<file path="src/hw/rsj_pkg.sv">
// Purpose: Shared constants and types for the rotate/subtract/jump executor
// Assumes: 8-bit data path, 16-bit program counter
// Notes:   Opcodes, reset values and bit-address layout live here only once
package rsj_pkg;

    ////////////////////////////////////////////////////////////////////////////
    // Opcode encodings
    localparam logic [7:0] OP_IRET      = 8'h32;
    localparam logic [7:0] OP_ROT_L     = 8'h23;
    localparam logic [7:0] OP_ROT_LC    = 8'h33;
    localparam logic [7:0] OP_ROT_R     = 8'h03;
    localparam logic [7:0] OP_ROT_RC    = 8'h13;
    localparam logic [7:0] OP_SET_CY    = 8'hd3;
    localparam logic [7:0] OP_SET_BIT   = 8'hd2;
    localparam logic [7:0] OP_SHORT_JMP = 8'h80;
    localparam logic [7:0] OP_SUB_IMM   = 8'h94;
    localparam logic [7:0] OP_SUB_DIR   = 8'h95;
    localparam logic [7:0] OP_NIB_SWAP  = 8'hc4;
    // Masked groups: upper five bits for register forms, upper seven for indirect
    localparam logic [4:0] GRP_SUB_REG  = 5'h13;
    localparam logic [6:0] GRP_SUB_IND  = 7'h4b;
    localparam logic [4:0] GRP_EXCH_REG = 5'h19;

    ////////////////////////////////////////////////////////////////////////////
    // Reset values and address layout
    localparam logic [15:0] PC_RESET    = 16'h0000;
    localparam logic [7:0]  STACK_RESET = 8'h07;
    localparam logic [7:0]  ACC_RESET   = 8'h00;
    localparam logic [7:0]  BIT_RAM_BASE = 8'h20; // First of the bytes holding bit addresses 00..7f
    localparam int          BIT_SFR_POS = 7;      // Bit addresses at or above 80 map to SFRs

    ////////////////////////////////////////////////////////////////////////////
    // Sequencer states, one-hot
    typedef enum logic [6:0] {
        S_FETCH = 7'b0000001,
        S_OPC   = 7'b0000010,
        S_OPND  = 7'b0000100,
        S_RAM   = 7'b0001000,
        S_BIT   = 7'b0010000,
        S_POPH  = 7'b0100000,
        S_POPL  = 7'b1000000
    } seq_state_t;

endpackage

</file>
<file path="src/hw/subtract_with_borrow_op_alu.sv">
// Purpose: Eight-bit subtract with borrow and its three flags
// Assumes: Purely combinational, used inside the executor
// Notes:   Borrow chain is formed from a 9-bit difference plus nibble and 7-bit slices
`timescale 1ns/1ps
`default_nettype none
module subtract_with_borrow_op_alu (
    input  wire logic [7:0] minuend,
    input  wire logic [7:0] subtrahend,
    input  wire logic       borrowIn,
    output logic      [7:0] diff,
    output logic            borrowOut,
    output logic            halfBorrow,
    output logic            overflow
);
    logic [8:0] full;
    logic [4:0] low4;
    logic [7:0] low7;

    // Separate slices expose the borrows out of bit 3 and out of bit 6
    always_comb begin
        full       = {1'b0, minuend} - {1'b0, subtrahend} - {8'h00, borrowIn};
        low4       = {1'b0, minuend[3:0]} - {1'b0, subtrahend[3:0]} - {4'h0, borrowIn};
        low7       = {1'b0, minuend[6:0]} - {1'b0, subtrahend[6:0]} - {7'h00, borrowIn};
        diff       = full[7:0];
        borrowOut  = full[8];
        halfBorrow = low4[4];
        overflow   = low7[7] ^ full[8];
    end
endmodule
`default_nettype wire

</file>
<file path="src/hw/rotate_subtract_jump_exec.sv">
// Purpose: Decode and execute return, rotate, bit set, short jump, subtract and exchange
// Assumes: Code and data memories answer combinationally at the registered address
// Notes:   One instruction at a time; unknown opcodes are skipped as one-byte no-ops
//
// Notes on behaviour
// - Interrupt return pops PC high then low
// - One instruction runs before a pending interrupt
// - Interrupt return releases the serviced priority level
// - Interrupt return leaves flags and accumulator alone
// - Rotate left, bit 7 wraps to bit 0
// - Rotate left through carry
// - Rotate right, bit 0 wraps to bit 7
// - Rotate right through carry
// - Bit set on carry or addressable bit
// - Short jump adds signed displacement after two
// - Subtract accumulator, carry and operand; carry is borrow
// - Auxiliary carry is borrow out of bit 3
// - Overflow is borrow out of bit 6 xor out of bit 7
// - Subtract decodes register, direct, indirect, immediate
// - Nibble swap exchanges accumulator halves
// - Exchange swaps accumulator and register
`timescale 1ns/1ps
`default_nettype none
module rotate_subtract_jump_exec
    import rsj_pkg::*;
(
    input  wire logic        clk_sys,
    input  wire logic        rstn,
    input  wire logic [7:0]  codeData,
    input  wire logic [7:0]  ramRdData,
    input  wire logic [1:0]  regBank,
    output logic      [15:0] codeAddr,
    output logic      [7:0]  ramAddr,
    output logic      [7:0]  ramWrData,
    output logic             ramWe,
    output logic      [15:0] pc,
    output logic      [7:0]  stackPointer,
    output logic      [7:0]  acc,
    output logic             cy,
    output logic             auxiliaryCarryFlag,
    output logic             overflowFlag,
    output logic             levelRelease,
    output logic             holdOff,
    output logic             instrDone,
    output logic             unknownOp
);

    ////////////////////////////////////////////////////////////////////////////
    // Decode helpers
    function automatic logic [7:0] bitByte(input logic [7:0] bitAddr);
        if (bitAddr[BIT_SFR_POS]) begin
            bitByte = {bitAddr[7:3], 3'b000};
        end else begin
            bitByte = BIT_RAM_BASE + {4'h0, bitAddr[6:3]};
        end
    endfunction

    function automatic logic [7:0] regAddr(input logic [1:0] bank, input logic [2:0] r);
        regAddr = {3'b000, bank, r};
    endfunction

    ////////////////////////////////////////////////////////////////////////////
    // State and next values
    seq_state_t  state, next_state;
    logic [7:0]  opcode, next_opcode;
    logic [7:0]  operand, next_operand;
    logic        indPending, next_indPending;
    logic [15:0] next_codeAddr, next_pc;
    logic [7:0]  next_ramAddr, next_ramWrData, next_stackPointer, next_acc;
    logic        next_ramWe, next_cy, next_auxiliaryCarryFlag, next_overflowFlag;
    logic        next_levelRelease, next_holdOff, next_instrDone, next_unknownOp;

    logic [7:0]  subSrc, subDiff;
    logic        subBorrow, subHalf, subOvf;

    subtract_with_borrow_op_alu u_alu (
        .minuend    (acc),
        .subtrahend (subSrc),
        .borrowIn   (cy),
        .diff       (subDiff),
        .borrowOut  (subBorrow),
        .halfBorrow (subHalf),
        .overflow   (subOvf)
    );

    ////////////////////////////////////////////////////////////////////////////
    // Sequencer: fetch, decode, operand and memory steps in one place
    always_comb begin
        next_state        = state;
        next_opcode       = opcode;
        next_operand      = operand;
        next_indPending   = indPending;
        next_codeAddr     = codeAddr;
        next_pc           = pc;
        next_ramAddr      = ramAddr;
        next_ramWrData    = ramWrData;
        next_ramWe        = 1'b0;
        next_stackPointer       = stackPointer;
        next_acc                = acc;
        next_cy                 = cy;
        next_auxiliaryCarryFlag = auxiliaryCarryFlag;
        next_overflowFlag       = overflowFlag;
        next_levelRelease = 1'b0;
        next_holdOff      = holdOff;
        next_instrDone    = 1'b0;
        next_unknownOp    = 1'b0;
        // Operand source: immediate byte in the operand step, memory byte otherwise
        subSrc            = (state == S_OPND) ? codeData : ramRdData;
        case (state)
            S_FETCH: begin
                next_codeAddr = pc;
                next_pc       = pc + 16'h0001;
                next_state    = S_OPC;
            end
            S_OPC: begin
                next_opcode    = codeData;
                next_state     = S_FETCH;
                next_instrDone = 1'b1;
                if (codeData == OP_IRET) begin
                    next_ramAddr      = stackPointer;
                    next_stackPointer = stackPointer - 8'h01;
                    next_state     = S_POPH;
                    next_instrDone = 1'b0;
                end else if (codeData == OP_ROT_L) begin
                    next_acc = {acc[6:0], acc[7]};
                end else if (codeData == OP_ROT_LC) begin
                    next_acc = {acc[6:0], cy};
                    next_cy  = acc[7];
                end else if (codeData == OP_ROT_R) begin
                    next_acc = {acc[0], acc[7:1]};
                end else if (codeData == OP_ROT_RC) begin
                    next_acc = {cy, acc[7:1]};
                    next_cy  = acc[0];
                end else if (codeData == OP_SET_CY) begin
                    next_cy = 1'b1;
                end else if (codeData == OP_NIB_SWAP) begin
                    next_acc = {acc[3:0], acc[7:4]};
                end else if (codeData == OP_SET_BIT || codeData == OP_SHORT_JMP
                             || codeData == OP_SUB_IMM || codeData == OP_SUB_DIR) begin
                    // Second byte follows the opcode
                    next_codeAddr  = pc;
                    next_pc        = pc + 16'h0001;
                    next_state     = S_OPND;
                    next_instrDone = 1'b0;
                end else if (codeData[7:3] == GRP_SUB_REG
                             || codeData[7:3] == GRP_EXCH_REG) begin
                    next_ramAddr    = regAddr(regBank, codeData[2:0]);
                    next_indPending = 1'b0;
                    next_state      = S_RAM;
                    next_instrDone  = 1'b0;
                end else if (codeData[7:1] == GRP_SUB_IND) begin
                    // Pointer register first, then the byte it points at
                    next_ramAddr    = regAddr(regBank, {2'b00, codeData[0]});
                    next_indPending = 1'b1;
                    next_state      = S_RAM;
                    next_instrDone  = 1'b0;
                end else begin
                    next_unknownOp = 1'b1;
                end
            end
            S_OPND: begin
                next_operand   = codeData;
                next_state     = S_FETCH;
                next_instrDone = 1'b1;
                if (opcode == OP_SHORT_JMP) begin
                    // PC already sits two past the opcode here
                    next_pc = pc + {{8{codeData[7]}}, codeData};
                end else if (opcode == OP_SUB_IMM) begin
                    next_acc = subDiff;
                    next_cy  = subBorrow;
                    next_auxiliaryCarryFlag = subHalf;
                    next_overflowFlag       = subOvf;
                end else if (opcode == OP_SUB_DIR) begin
                    next_ramAddr    = codeData;
                    next_indPending = 1'b0;
                    next_state      = S_RAM;
                    next_instrDone  = 1'b0;
                end else begin
                    next_ramAddr   = bitByte(codeData);
                    next_state     = S_BIT;
                    next_instrDone = 1'b0;
                end
            end
            S_RAM: begin
                if (indPending) begin
                    next_ramAddr    = ramRdData;
                    next_indPending = 1'b0;
                end else begin
                    next_state     = S_FETCH;
                    next_instrDone = 1'b1;
                    if (opcode[7:3] == GRP_EXCH_REG) begin
                        next_acc       = ramRdData;
                        next_ramWrData = acc;
                        next_ramWe     = 1'b1;
                    end else begin
                        next_acc = subDiff;
                        next_cy  = subBorrow;
                        next_auxiliaryCarryFlag = subHalf;
                        next_overflowFlag       = subOvf;
                    end
                end
            end
            S_BIT: begin
                // Read-modify-write keeps the other seven bits of the byte
                next_ramWrData = ramRdData | (8'h01 << operand[2:0]);
                next_ramWe     = 1'b1;
                next_state     = S_FETCH;
                next_instrDone = 1'b1;
            end
            S_POPH: begin
                next_pc[15:8] = ramRdData;
                next_ramAddr      = stackPointer;
                next_stackPointer = stackPointer - 8'h01;
                next_state    = S_POPL;
            end
            S_POPL: begin
                // Flags and accumulator are not restored here
                next_pc[7:0]      = ramRdData;
                next_levelRelease = 1'b1;
                next_state        = S_FETCH;
                next_instrDone    = 1'b1;
            end
            default: begin
                next_state = S_FETCH;
            end
        endcase
        // Hold-off spans the return's completion through the next instruction
        if (state == S_POPL) begin
            next_holdOff = 1'b1;
        end else if (holdOff && next_instrDone) begin
            next_holdOff = 1'b0;
        end
    end

    ////////////////////////////////////////////////////////////////////////////
    // Registers
    always_ff @(posedge clk_sys) begin
        if (!rstn) begin
            state        <= S_FETCH;
            opcode       <= 8'h00;
            operand      <= 8'h00;
            indPending   <= 1'b0;
            codeAddr     <= PC_RESET;
            pc           <= PC_RESET;
            ramAddr      <= 8'h00;
            ramWrData    <= 8'h00;
            ramWe        <= 1'b0;
            stackPointer       <= STACK_RESET;
            acc                <= ACC_RESET;
            cy                 <= 1'b0;
            auxiliaryCarryFlag <= 1'b0;
            overflowFlag       <= 1'b0;
            levelRelease <= 1'b0;
            holdOff      <= 1'b0;
            instrDone    <= 1'b0;
            unknownOp    <= 1'b0;
        end else begin
            state        <= next_state;
            opcode       <= next_opcode;
            operand      <= next_operand;
            indPending   <= next_indPending;
            codeAddr     <= next_codeAddr;
            pc           <= next_pc;
            ramAddr      <= next_ramAddr;
            ramWrData    <= next_ramWrData;
            ramWe        <= next_ramWe;
            stackPointer       <= next_stackPointer;
            acc                <= next_acc;
            cy                 <= next_cy;
            auxiliaryCarryFlag <= next_auxiliaryCarryFlag;
            overflowFlag       <= next_overflowFlag;
            levelRelease <= next_levelRelease;
            holdOff      <= next_holdOff;
            instrDone    <= next_instrDone;
            unknownOp    <= next_unknownOp;
        end
    end

    ////////////////////////////////////////////////////////////////////////////
    // Checks
    chk_iret_sp_drop: assert property (@(posedge clk_sys) disable iff (!rstn)
        (state == S_OPC && codeData == OP_IRET)
            |-> ##3 (stackPointer == $past(stackPointer, 3) - 8'h02))
        else $error("Return did not drop stack pointer by two");
    chk_iret_release: assert property (@(posedge clk_sys) disable iff (!rstn)
        (state == S_OPC && codeData == OP_IRET) |-> ##3 (levelRelease && holdOff))
        else $error("Return did not release level and start hold-off");
    chk_iret_keeps_acc: assert property (@(posedge clk_sys) disable iff (!rstn)
        (state == S_OPC && codeData == OP_IRET) |-> ##3 (acc == $past(acc, 3) && cy == $past(cy, 3)))
        else $error("Return disturbed accumulator or carry");
    // The first completion that is not itself a return must close the hold-off window
    chk_holdoff_one: assert property (@(posedge clk_sys) disable iff (!rstn)
        (instrDone && !levelRelease) |-> !holdOff)
        else $error("Hold-off did not end after one instruction");
    chk_rot_left: assert property (@(posedge clk_sys) disable iff (!rstn)
        (state == S_OPC && codeData == OP_ROT_L) |=> (acc == {$past(acc[6:0]), $past(acc[7])}
            && cy == $past(cy)))
        else $error("Rotate left result wrong");
    chk_rot_rc: assert property (@(posedge clk_sys) disable iff (!rstn)
        (state == S_OPC && codeData == OP_ROT_RC) |=> (acc == {$past(cy), $past(acc[7:1])}
            && cy == $past(acc[0])))
        else $error("Rotate right through carry wrong");
    chk_short_jump: assert property (@(posedge clk_sys) disable iff (!rstn)
        (state == S_OPND && opcode == OP_SHORT_JMP)
            |=> (pc == $past(pc) + {{8{$past(codeData[7])}}, $past(codeData)}))
        else $error("Short jump target wrong");
    chk_sub_imm: assert property (@(posedge clk_sys) disable iff (!rstn)
        (state == S_OPND && opcode == OP_SUB_IMM)
            |=> (acc == $past(acc) - $past(codeData) - {7'h00, $past(cy)}))
        else $error("Immediate subtract result wrong");
    chk_swap: assert property (@(posedge clk_sys) disable iff (!rstn)
        (state == S_OPC && codeData == OP_NIB_SWAP) |=> (acc == {$past(acc[3:0]), $past(acc[7:4])}))
        else $error("Nibble swap wrong");
    chk_exch_write: assert property (@(posedge clk_sys) disable iff (!rstn)
        (state == S_RAM && !indPending && opcode[7:3] == GRP_EXCH_REG)
            |=> (ramWe && ramWrData == $past(acc) && acc == $past(ramRdData)))
        else $error("Exchange did not swap");

endmodule
`default_nettype wire

</file>
<file path="config.mk">
export PLATFORM = sky130hd
export DESIGN_NAME = rotate_subtract_jump_exec
export DESIGN_NICKNAME = d
export VERILOG_FILES = /design/src/hw/rsj_pkg.sv /design/src/hw/subtract_with_borrow_op_alu.sv /design/src/hw/rotate_subtract_jump_exec.sv
export SDC_FILE = /design/constraint.sdc
export NUM_CORES = 1
export LEC_CHECK = 0
export ABC_CLOCK_PERIOD_IN_PS = 5000
export BUFFER_PORTS_ARGS = -buffer_cell sky130_fd_sc_hd__clkbuf_2
export CAP_MARGIN = 20
export CORE_ASPECT_RATIO = 1.75
export CORE_MARGIN = 5
export CORE_UTILIZATION = 51
export CTS_CLUSTER_SIZE = 10
export DETAILED_ROUTE_END_ITERATION = 12
export GPL_TIMING_DRIVEN = 0
export PLACE_DENSITY = 0.72
export REMOVE_ABC_BUFFERS = 1
export SETUP_SLACK_MARGIN = 0.02
export SYNTH_ARGS = -nofsm -noshare
export SYNTH_HDL_FRONTEND = slang
export SYNTH_HIERARCHICAL = 1
export SYNTH_SLANG_ARGS = --single-unit
</file>
<file path="constraint.sdc">
create_clock -name clk_sys -period 5 [get_ports clk_sys]
set_clock_uncertainty 0.15 [all_clocks]
set_input_delay 0.25 -clock clk_sys [delete_from_list [all_inputs] [get_ports clk_sys]]
set_output_delay 0.25 -clock clk_sys [all_outputs]
set_load 0.02 [all_outputs]
</file>
* Word level (Yosys, flattened, before mapping)
Index checks and enable logic that the tools add are counted.
Widths: inputs -> output; s select.
** Cells by class
- Add/sub/neg operators :: 10
- Equality and inequality tests :: 57
- Shift-type cells :: 1
- Muxes and demuxes :: 124
- Bitwise gates (word level) :: 4
- Reduce and logical (&&, ||, !) cells :: 26
** Operators with widths (count)
- $mux 16 :: 17
- $mux 8 :: 30
- $pmux 8 s4 :: 3
- $eq 8x8->1 const B :: 9
- $mux 1 :: 49
- $mux 4 :: 9
- $pmux 7 s5 :: 1
- $ne 2x2->1 const B :: 16
- $pmux 16 s2 :: 1
- $pmux 8 s2 :: 2
- $ne 3x3->1 const B :: 9
- $eq 8x6->1 const B :: 3
- $pmux 8 s3 :: 1
- $reduce_and 10->1 :: 2
- $reduce_and 9->1 :: 2
- $add 16x1->16 const B :: 1
- $add 16x16->16 :: 1
- $eq 5x5->1 const B :: 3
- $mux 5 :: 3
- $eq 7x7->1 const B :: 2
- $reduce_and 13->1 :: 1
- $ne 6x6->1 const B :: 2
- $reduce_and 12->1 :: 1
- $reduce_bool 4->1 :: 3
- other kinds (37) :: 51
** Word-level totals
- Register bits :: 91
- Input port bits :: 20

* Logic depth before layout (Yosys ltp)
Gate-level depths: netlist of run 1.
- Depth after elaboration :: 16
- Mapped depth :: 19
- Gate-level depth less buffers :: 16

* By module
Netlist of run 1, hierarchy kept.
** By module, submodules not included
- rotate_subtract_jump_exec :: times used 1, cells each 777, area an instance 6033.3 µm²
- subtract_with_borrow_op_alu :: times used 1, cells each 70, area an instance 543.0 µm²

* Worst setup path after synthesis of run 1
OpenSTA, ideal clock, no wires.
- Kind :: register to register
- From :: register state[1]
- To :: register overflowFlag
- Arrival time :: 3.800 ns
- Required time :: 4.722 ns
- Setup slack :: 0.922 ns
- Cell stages (with the launch flop) :: 20
- Path buffers :: 3
- Cells stage by stage :: dfxtp_1 clkbuf_1 nor2_2 nand2_1 nor2_1 buf_2 buf_1 nand2_1 nand2_1 inv_1 fa_1 inv_1 ha_1 o211a_1 a211oi_1 o21ai_1 a21oi_2 xnor3_1 mux2i_1 nor2_1
** On the way
- Word-level cells in the longest chain between the ends :: 8
** Ends and longest elaborated chain
- start: declaration :: RTL line rotate_subtract_jump_exec.sv:64 : seq_state_t state, next_state;
- start signal: assignment :: RTL line rotate_subtract_jump_exec.sv:258 : state <= next_state;
- $eq 7x3->1 * :: RTL line rotate_subtract_jump_exec.sv:108 : subSrc = (state == S_OPND) ? codeData : ramRdData;
- $mux 8 * :: RTL line rotate_subtract_jump_exec.sv:108
- named net subSrc[0] :: RTL line rotate_subtract_jump_exec.sv:73 : logic [7:0] subSrc, subDiff;
- $sub 8x8->9 / $sub 7x7->8 (equally long branches) :: RTL line subtract_with_borrow_op_alu.sv:21, subtract_with_borrow_op_alu.sv:23
- $sub 9x1->9 / $sub 8x1->8 (equally long branches) :: RTL line subtract_with_borrow_op_alu.sv:21, subtract_with_borrow_op_alu.sv:23
- $xor 1x1->1 * :: RTL line subtract_with_borrow_op_alu.sv:27 : overflow = low7[7] ^ full[8];
- $mux 1, on equally long branches :: RTL line rotate_subtract_jump_exec.sv:191, rotate_subtract_jump_exec.sv:168
- $mux 1, on equally long branches :: RTL line rotate_subtract_jump_exec.sv:185, rotate_subtract_jump_exec.sv:165
- $pmux 1 s2 * :: RTL line rotate_subtract_jump_exec.sv:109 : case (state)
- named net next_overflowFlag :: RTL line rotate_subtract_jump_exec.sv:70 : logic next_ramWe, next_cy, next_auxiliaryCarryFlag, next_overflowFlag;
- end signal: assignment :: RTL line rotate_subtract_jump_exec.sv:271 : overflowFlag <= next_overflowFlag;
- end: declaration :: RTL line rotate_subtract_jump_exec.sv:41 : output logic overflowFlag,
The timed path passes the listed nets; every way through them passes the cells marked *. The select of a mux whose other input is x is not followed.
A chain may end at the register's enable or synchronous reset.

* Worst setup path after layout of run 1
- From :: register state[2]
- To :: register overflowFlag
Same word-level chain as after synthesis.

==> results_dict.tcl, run 1 <==
set metrics [dict create \
    status "complete, no violations" \
    p_leak_nw 3.01 \
    die-area_sq_mm 0.0154 \
    start_kind "register" \
    drv_cap 0 \
    cts_tree "built" \
    num_vias 6590 \
    synthArstFlopShare 0 \
    critical_path_arrival_ns 4.80 \
    critPathKind "register to register" \
    finalPower_mw 3.00 \
    drive_above_1_share 0.159 \
    cp.required_ns 5.05 \
    max_freq_mhz 210 \
    cp_slowest_stage_delay_ns 0.74 \
    cpMaxStageDelayCell "nand3_1" \
    fin_cells 1078 \
    first_pass_iters 7 \
    ant_nets 0 \
    final_nets 956 \
    grt_pass1_vias 6222 \
    synth_area_sq_mm 0.00658 \
    routed_via_density 6.11 \
    wl_um 20500 \
    overflow 0 \
    r2r_start "state[2]" \
    setup_ws_ns 0.249 \
    io_buffer_count 91 \
    crit_buf_inv 1 \
    cts.repair.resized 0 \
    cts_setup_buffers 0 \
    rsz0062_at_grt "no" \
    dp_hpwl_um 15000 \
    start_util 0.514 \
    final_cell_area_sq_mm 0.00741 \
    min_from "regBank[0]" \
    reg2reg_slack_ns 0.25 \
    fp.coreArea_sq_mm 0.0128 \
    hold_class "input pin to register" \
    grt.busiest_layer "met2" \
    synth_seq_cells 91 \
    clockBufferDepth 2 \
    cp-startpoint "state[2]" \
    synth_cells 847 \
    dp.cells 1062 \
    met3_usage 0.0438 \
    area_growth_syn_to_layout_pct 12.7 \
    setup_viol 0 \
    worstMarginPinSlew_ns 1.09 \
    worst_skew_pair.late_latency_ns 0.35 \
    path_common_cell "nand2_1" \
    cts_htree_levels 3 \
    drc 0 \
    yosysSeqAreaShare 0.277 \
    syn_avg_cell_area_sq_um 7.76 \
    synth_edf_count 0 \
    cts_buffers 9 \
    slew_headroom 0.270 \
    timing.final.crit_share 0.950 \
    finalCriticalPeriod_ns 4.75 \
    grt_pass1_wl_um 32400 \
    place_ws_ns 0.341 \
    cts-root-buf "clkbuf_16" \
    grt_antenna_before_repair 0 \
    rows 55 \
    max-vdd-ir-drop_mv 0.310 \
    ys_types 80 \
    dieHeight_um 160 \
    drv_slew 0 \
    path_cells "nor2b_1, nand3_1, nand2_1, nand2_1, inv_1, fa_1, ha_1, o211a_1, a211oi_1, o21ai_1, a21oi_2, xnor3_1, mux2i_1, nor2_1" \
    synth_area_leaders "dfxtp_1 (28%), nand2_1 (6.6%), ha_1 (5.9%)" \
    synth-main-ff-cell "dfxtp_1" \
    finalHoldViolCount 0 \
    drt_iter0_markers 574 \
    end_kind "register" \
    cp_top_family "simple AND/OR/NAND/NOR gates" \
    diodes 0 \
    drt-wirelength-per-cell_um 19.1 \
    p_per_area_mw_per_mm2 404 \
    groute.layer.met2.usage 0.472 \
    grt.total_usage 0.271 \
    grt_max_degree 48 \
    clk_pin_slew_ns 0.07 \
    place_congestion 0.968 \
    place_area_sq_mm 0.00710 \
    cp_max_fo 18 \
    use_met1 0.300 \
    synth_top_area_cell "dfxtp_1" \
    synth_top_area_frac 0.277 \
    die_x_um 95.8 \
    io_pins 92 \
    cts_sinks 91 \
    ys_warn_count 6 \
    ctsHoldBuffers 0 \
]
[registers in the layout, indices dropped and copies added (netlist names), 3 cells and up]
name / count
opcode: 8
acc: 8
operand: 3
state: 7
ramAddr: 8
pc: 16
codeAddr: 16
stackPointer: 8
ramWrData: 8
[per-layer routing]
layer  up-vias  wire [um]
li1       3201          -
met1      3057       7640
met2       256      10400
met3        76       1230
met4         0       1240
met5         -          0
[kinds of logic after synthesis]
| logic type | synth area share |
|---|---|
| DFF | 0.277 |
| AOI/OAI and AO/OA | 0.264 |
| buffers and inverters | 0.0584 |
| adders and majority gates | 0.0681 |
| xor gates and xnor gates | 0.0580 |
| and+or+nand+nor | 0.242 |
| muxes | 0.0320 |
[final timing paths]
| path | endpoint | depth (start not counted) |
|---|---|---|
| worst max-delay path | overflowFlag | 14 |
| worst min-delay path | ramAddr[3] | 5 |
| worst max register to register | overflowFlag | 14 |
| worst min register to register | ramWrData[2] | 2 |
[power breakdown]
part / total (mW) / internal, mW / switching (mW)
sequential: 1.01 / 0.828 / 0.179
clock: 0.716 / 0.406 / 0.310
combinational: 1.27 / 0.515 / 0.759
[area by class of cell]
| class | count | area [sq um] |
|---|---|---|
| fill | 1225 | 5390 |
| multi-input combinational | 666 | 4400 |
| sequential | 91 | 1820 |
| timing repair buffer | 96 | 520 |
| clock buffer | 10 | 239 |
| tap | 171 | 214 |
| inverter | 38 | 143 |
| clock inverter | 6 | 70.1 |
[cells in the final DEF, fill, tap and decap left out, types with 5 or more instances in the layout]
cell       Yosys  final
dfxtp_1       91     91
nor2_1        60     59
nor3b_1        7      7
clkbuf_16      0      9
nand4_1        7      7
nand2b_1      13     13
clkbuf_2       0     91
a311oi_1       5      5
nand3b_1       5      5
o211ai_1      14     14
o21a_1         5      5
a21oi_1       69     69
xnor2_1       21     21
and2_1        11     11
or3_1          7      7
and3_1        10     10
a31oi_1       10     10
or2_2          5      5
a21oi_2        5      5
o21ai_0       47     47
a221oi_1       8      8
nor3_1        12     12
nand2_1      116    116
nand3_1       33     33
a211oi_1      15     15
nor2b_1        8      8
nor4_1         6      6
a222oi_1      15     15
mux2i_1       21     21
xor2_1        20     20
a21o_1         9      9
ha_1          31     31
inv_1         38     37
[cell usage after synthesis (all sizes together) (20+ instances only)]
cell,count
clkbuf,34
inv,38
a21oi,74
ha,31
o21ai,53
mux2i,21
nor2,61
nand2,116
xnor2,21
dfxtp,91
nand3,33
xor2,20
[worst reg2reg max path, cell delays in order (launching register included)]
cell	delay, ns
dfxtp_1	0.67
nor2b_1	0.52
nand3_1	0.74
nand2_1	0.25
nand2_1	0.07
inv_1	0.08
fa_1	0.44
ha_1	0.22
o211a_1	0.21
a211oi_1	0.39
o21ai_1	0.15
a21oi_2	0.21
xnor3_1	0.32
mux2i_1	0.13
nor2_1	0.05
[per-stage QoR]
| step | utilization | hold WS [ns] | setup TNS (ns) |
|---|---|---|---|
| finish | 0.579 | 0.178 | 0 |
| CTS | 0.579 | 0.170 | 0 |
| floorplan | - | 0.162 | 0 |
| global route | 0.579 | 0.197 | 0 |
| detailed placement | 0.554 | 0.292 | 0 |
| global placement | 0.547 | 0.289 | -5.03 |
Power figures use the tool's default switching activity.
==> inputs of run 2 (changes only) <==
- GPL_TIMING_DRIVEN: 0 -> default
==> run 2 against run 1 <==
Against the previous run: global-route usage rose by 2.1 points; worst hold slack lost 0.0090 ns; sequential share of layout area about the same; routed wire length is 6.6% higher; final cell count up 0.56%; clock power grew 4.2%; sequential cell count stayed put; non-clock buffer count increased by 6; critical path type unchanged.
==> results_dict.tcl, run 2 (same netlist as run 1, synthesis figures left out) <==
set metrics [dict create \
    status "complete, no violations" \
    path_common_cell "nand2_1" \
    met1_length_um 8010 \
    seqPwrFrac 0.332 \
    die-area_sq_mm 0.0154 \
    largest_registers "codeAddr (16), pc (16)" \
    fp.coreArea_sq_mm 0.0128 \
    drv_cap 0 \
    clk_pin_slew_ns 0.08 \
    final_nets 962 \
    p_per_area_mw_per_mm2 409 \
    min_to "opcode[0]" \
    routed_via_density 6.17 \
    max_freq_mhz 230 \
    p_leak_nw 3.03 \
    r2r_start "state[5]" \
    fin_cells 1084 \
    num_vias 6690 \
    finalHoldViolCount 0 \
    place_ws_ns 0.737 \
    ant_nets 0 \
    final_cell_mix "nand2_1 (116), dfxtp_1 (91), clkbuf_2 (91), a21oi_1 (69), nor2_1 (59)" \
    area_growth_syn_to_layout_pct 12.8 \
    cts_setup_buffers 0 \
    grt_max_degree 49 \
    max-vdd-ir-drop_mv 0.295 \
    rows 55 \
    p_int_mw 1.74 \
    setup_viol 0 \
    num-fill-cells 1257 \
    drt-wirelength-per-cell_um 20.2 \
    top_layer "met4" \
    grt_pass1_vias 6588 \
    dp.cells 1068 \
    final_cell_area_sq_mm 0.00742 \
    ctsHoldBuffers 0 \
    reg2reg_slack_ns 0.66 \
    critical_path_arrival_ns 4.41 \
    drt_iter0_markers 510 \
    cp_slowest_stage_delay_ns 0.52 \
    worst_skew_pair.late_latency_ns 0.35 \
    final_common_cell "nand2_1" \
    first_pass_iters 5 \
    end_kind "register" \
    cp_top_family "simple AND/OR/NAND/NOR gates" \
    hold_class "input pin to register" \
    grt.total_usage 0.292 \
    cts_tree "built" \
    drc 0 \
    die_x_um 95.8 \
    grt_antenna_before_repair 0 \
    path_cells "nor3_2, nand2_1, nor2_2, buf_4, nand2_1, nand2_1, inv_1, fa_1, inv_1, ha_1, o211a_1, a211oi_1, o21ai_1, a21oi_2, xnor3_1, mux2i_1, nor2_1" \
    dp_hpwl_um 16100 \
    critPathKind "register to register" \
    overflow 0 \
    drive_above_1_share 0.162 \
    cpMaxStageDelayCell "fa_1" \
    seq_area_sq_mm 0.00182 \
    wl_met3_um 1040 \
    wl_um 21900 \
    timing.final.crit_share 0.868 \
    worstMarginPinSlew_ns 0.951 \
    power_frac_comb 0.422 \
    cts_sinks 91 \
    cp_max_fo 17 \
    clockBufferDepth 2 \
    setup_ws_ns 0.660 \
    diodes 0 \
    io_pins 92 \
    place_congestion 0.936 \
    cp.required_ns 5.07 \
    setup-tns-final_ns 0 \
    dieHeight_um 160 \
    drv_slew 0 \
    route.met2.wl_um 11600 \
    grt_pass1_wl_um 34700 \
    place_area_sq_mm 0.00710 \
    cts_htree_levels 3 \
    p_switching_mw 1.29 \
    reg2reg_depth 17 \
    finalCriticalPeriod_ns 4.34 \
    cts-root-buf "clkbuf_16" \
    slew_headroom 0.361 \
    min_from "codeData[0]" \
    clkPwrFrac 0.246 \
    multi_input_area_sq_mm 0.00438 \
    cts_buffers 9 \
    switching_share 0.427 \
    io_buffer_count 91 \
    cts.repair.resized 0 \
    finalPower_mw 3.03 \
    rsz0062_at_grt "no" \
    start_kind "register" \
    hold_path_depth 3 \
    timing.rr.end "overflowFlag" \
    crit_buf_inv 3 \
    start_util 0.514 \
]
==> run 2: cell count changes in the layout (fill, tap and decap cells not counted), sizes merged <==
cell / before / now
buf: 5 / 11
clkbuf: 101 / 100
clkinv: 3 / 2
clkinvlp: 0 / 1
inv: 40 / 41
==> run 2: worst min-delay path: stages <==
cell and delay, ns:
clkbuf_2 0.21, nand2_1 0.11, a21oi_1 0.06
==> run 2: through the flow <==
stage | hold slack [ns] | util
after global routing | 0.182 | 0.580
after detailed placement | 0.294 | 0.555
after global placement | 0.291 | 0.555
after CTS | 0.162 | 0.580
after floorplan | 0.162 | -
final | 0.169 | 0.580
==> run 2: worst max-delay path by stage <==
stage / startpoint / end / slack [ns] / depth (start not counted)
after floorplan: state[1] / overflowFlag / 0.59 / 16
after global placement: state[1] / overflowFlag / 0.85 / 17
after detailed placement: state[1] / overflowFlag / 0.74 / 17
after CTS: state[5] / overflowFlag / 0.72 / 17
after global routing: state[5] / overflowFlag / 0.41 / 17
final: state[5] / overflowFlag / 0.66 / 17
==> run 2: power groups by stage <==
stage	combinational, mW	clock [mW]	sequential (mW)
finish	1.28	0.746	1.01
CTS	1.28	0.750	1.01
floorplan	0.821	0	1.08
detailed placement	1.27	0	1.02
global route	1.41	0.789	1.03
global placement	1.25	0	1.02
==> run 2: routing by layer <==
metal  global-route usage  vias up
li1                     -     3208
met1                0.322     3149
met2                0.520      263
met3               0.0363       70
met4                0.163        0
met5                    0        -
==> run 2: area by class of cell <==
type                    count  area share
multi-input cells         666       0.591
flip-flops and latches     91       0.246
repair buffers            102      0.0725
clock buffers               9      0.0304
well taps                 171      0.0288
inverters                  38      0.0192
clock inverters             7      0.0126
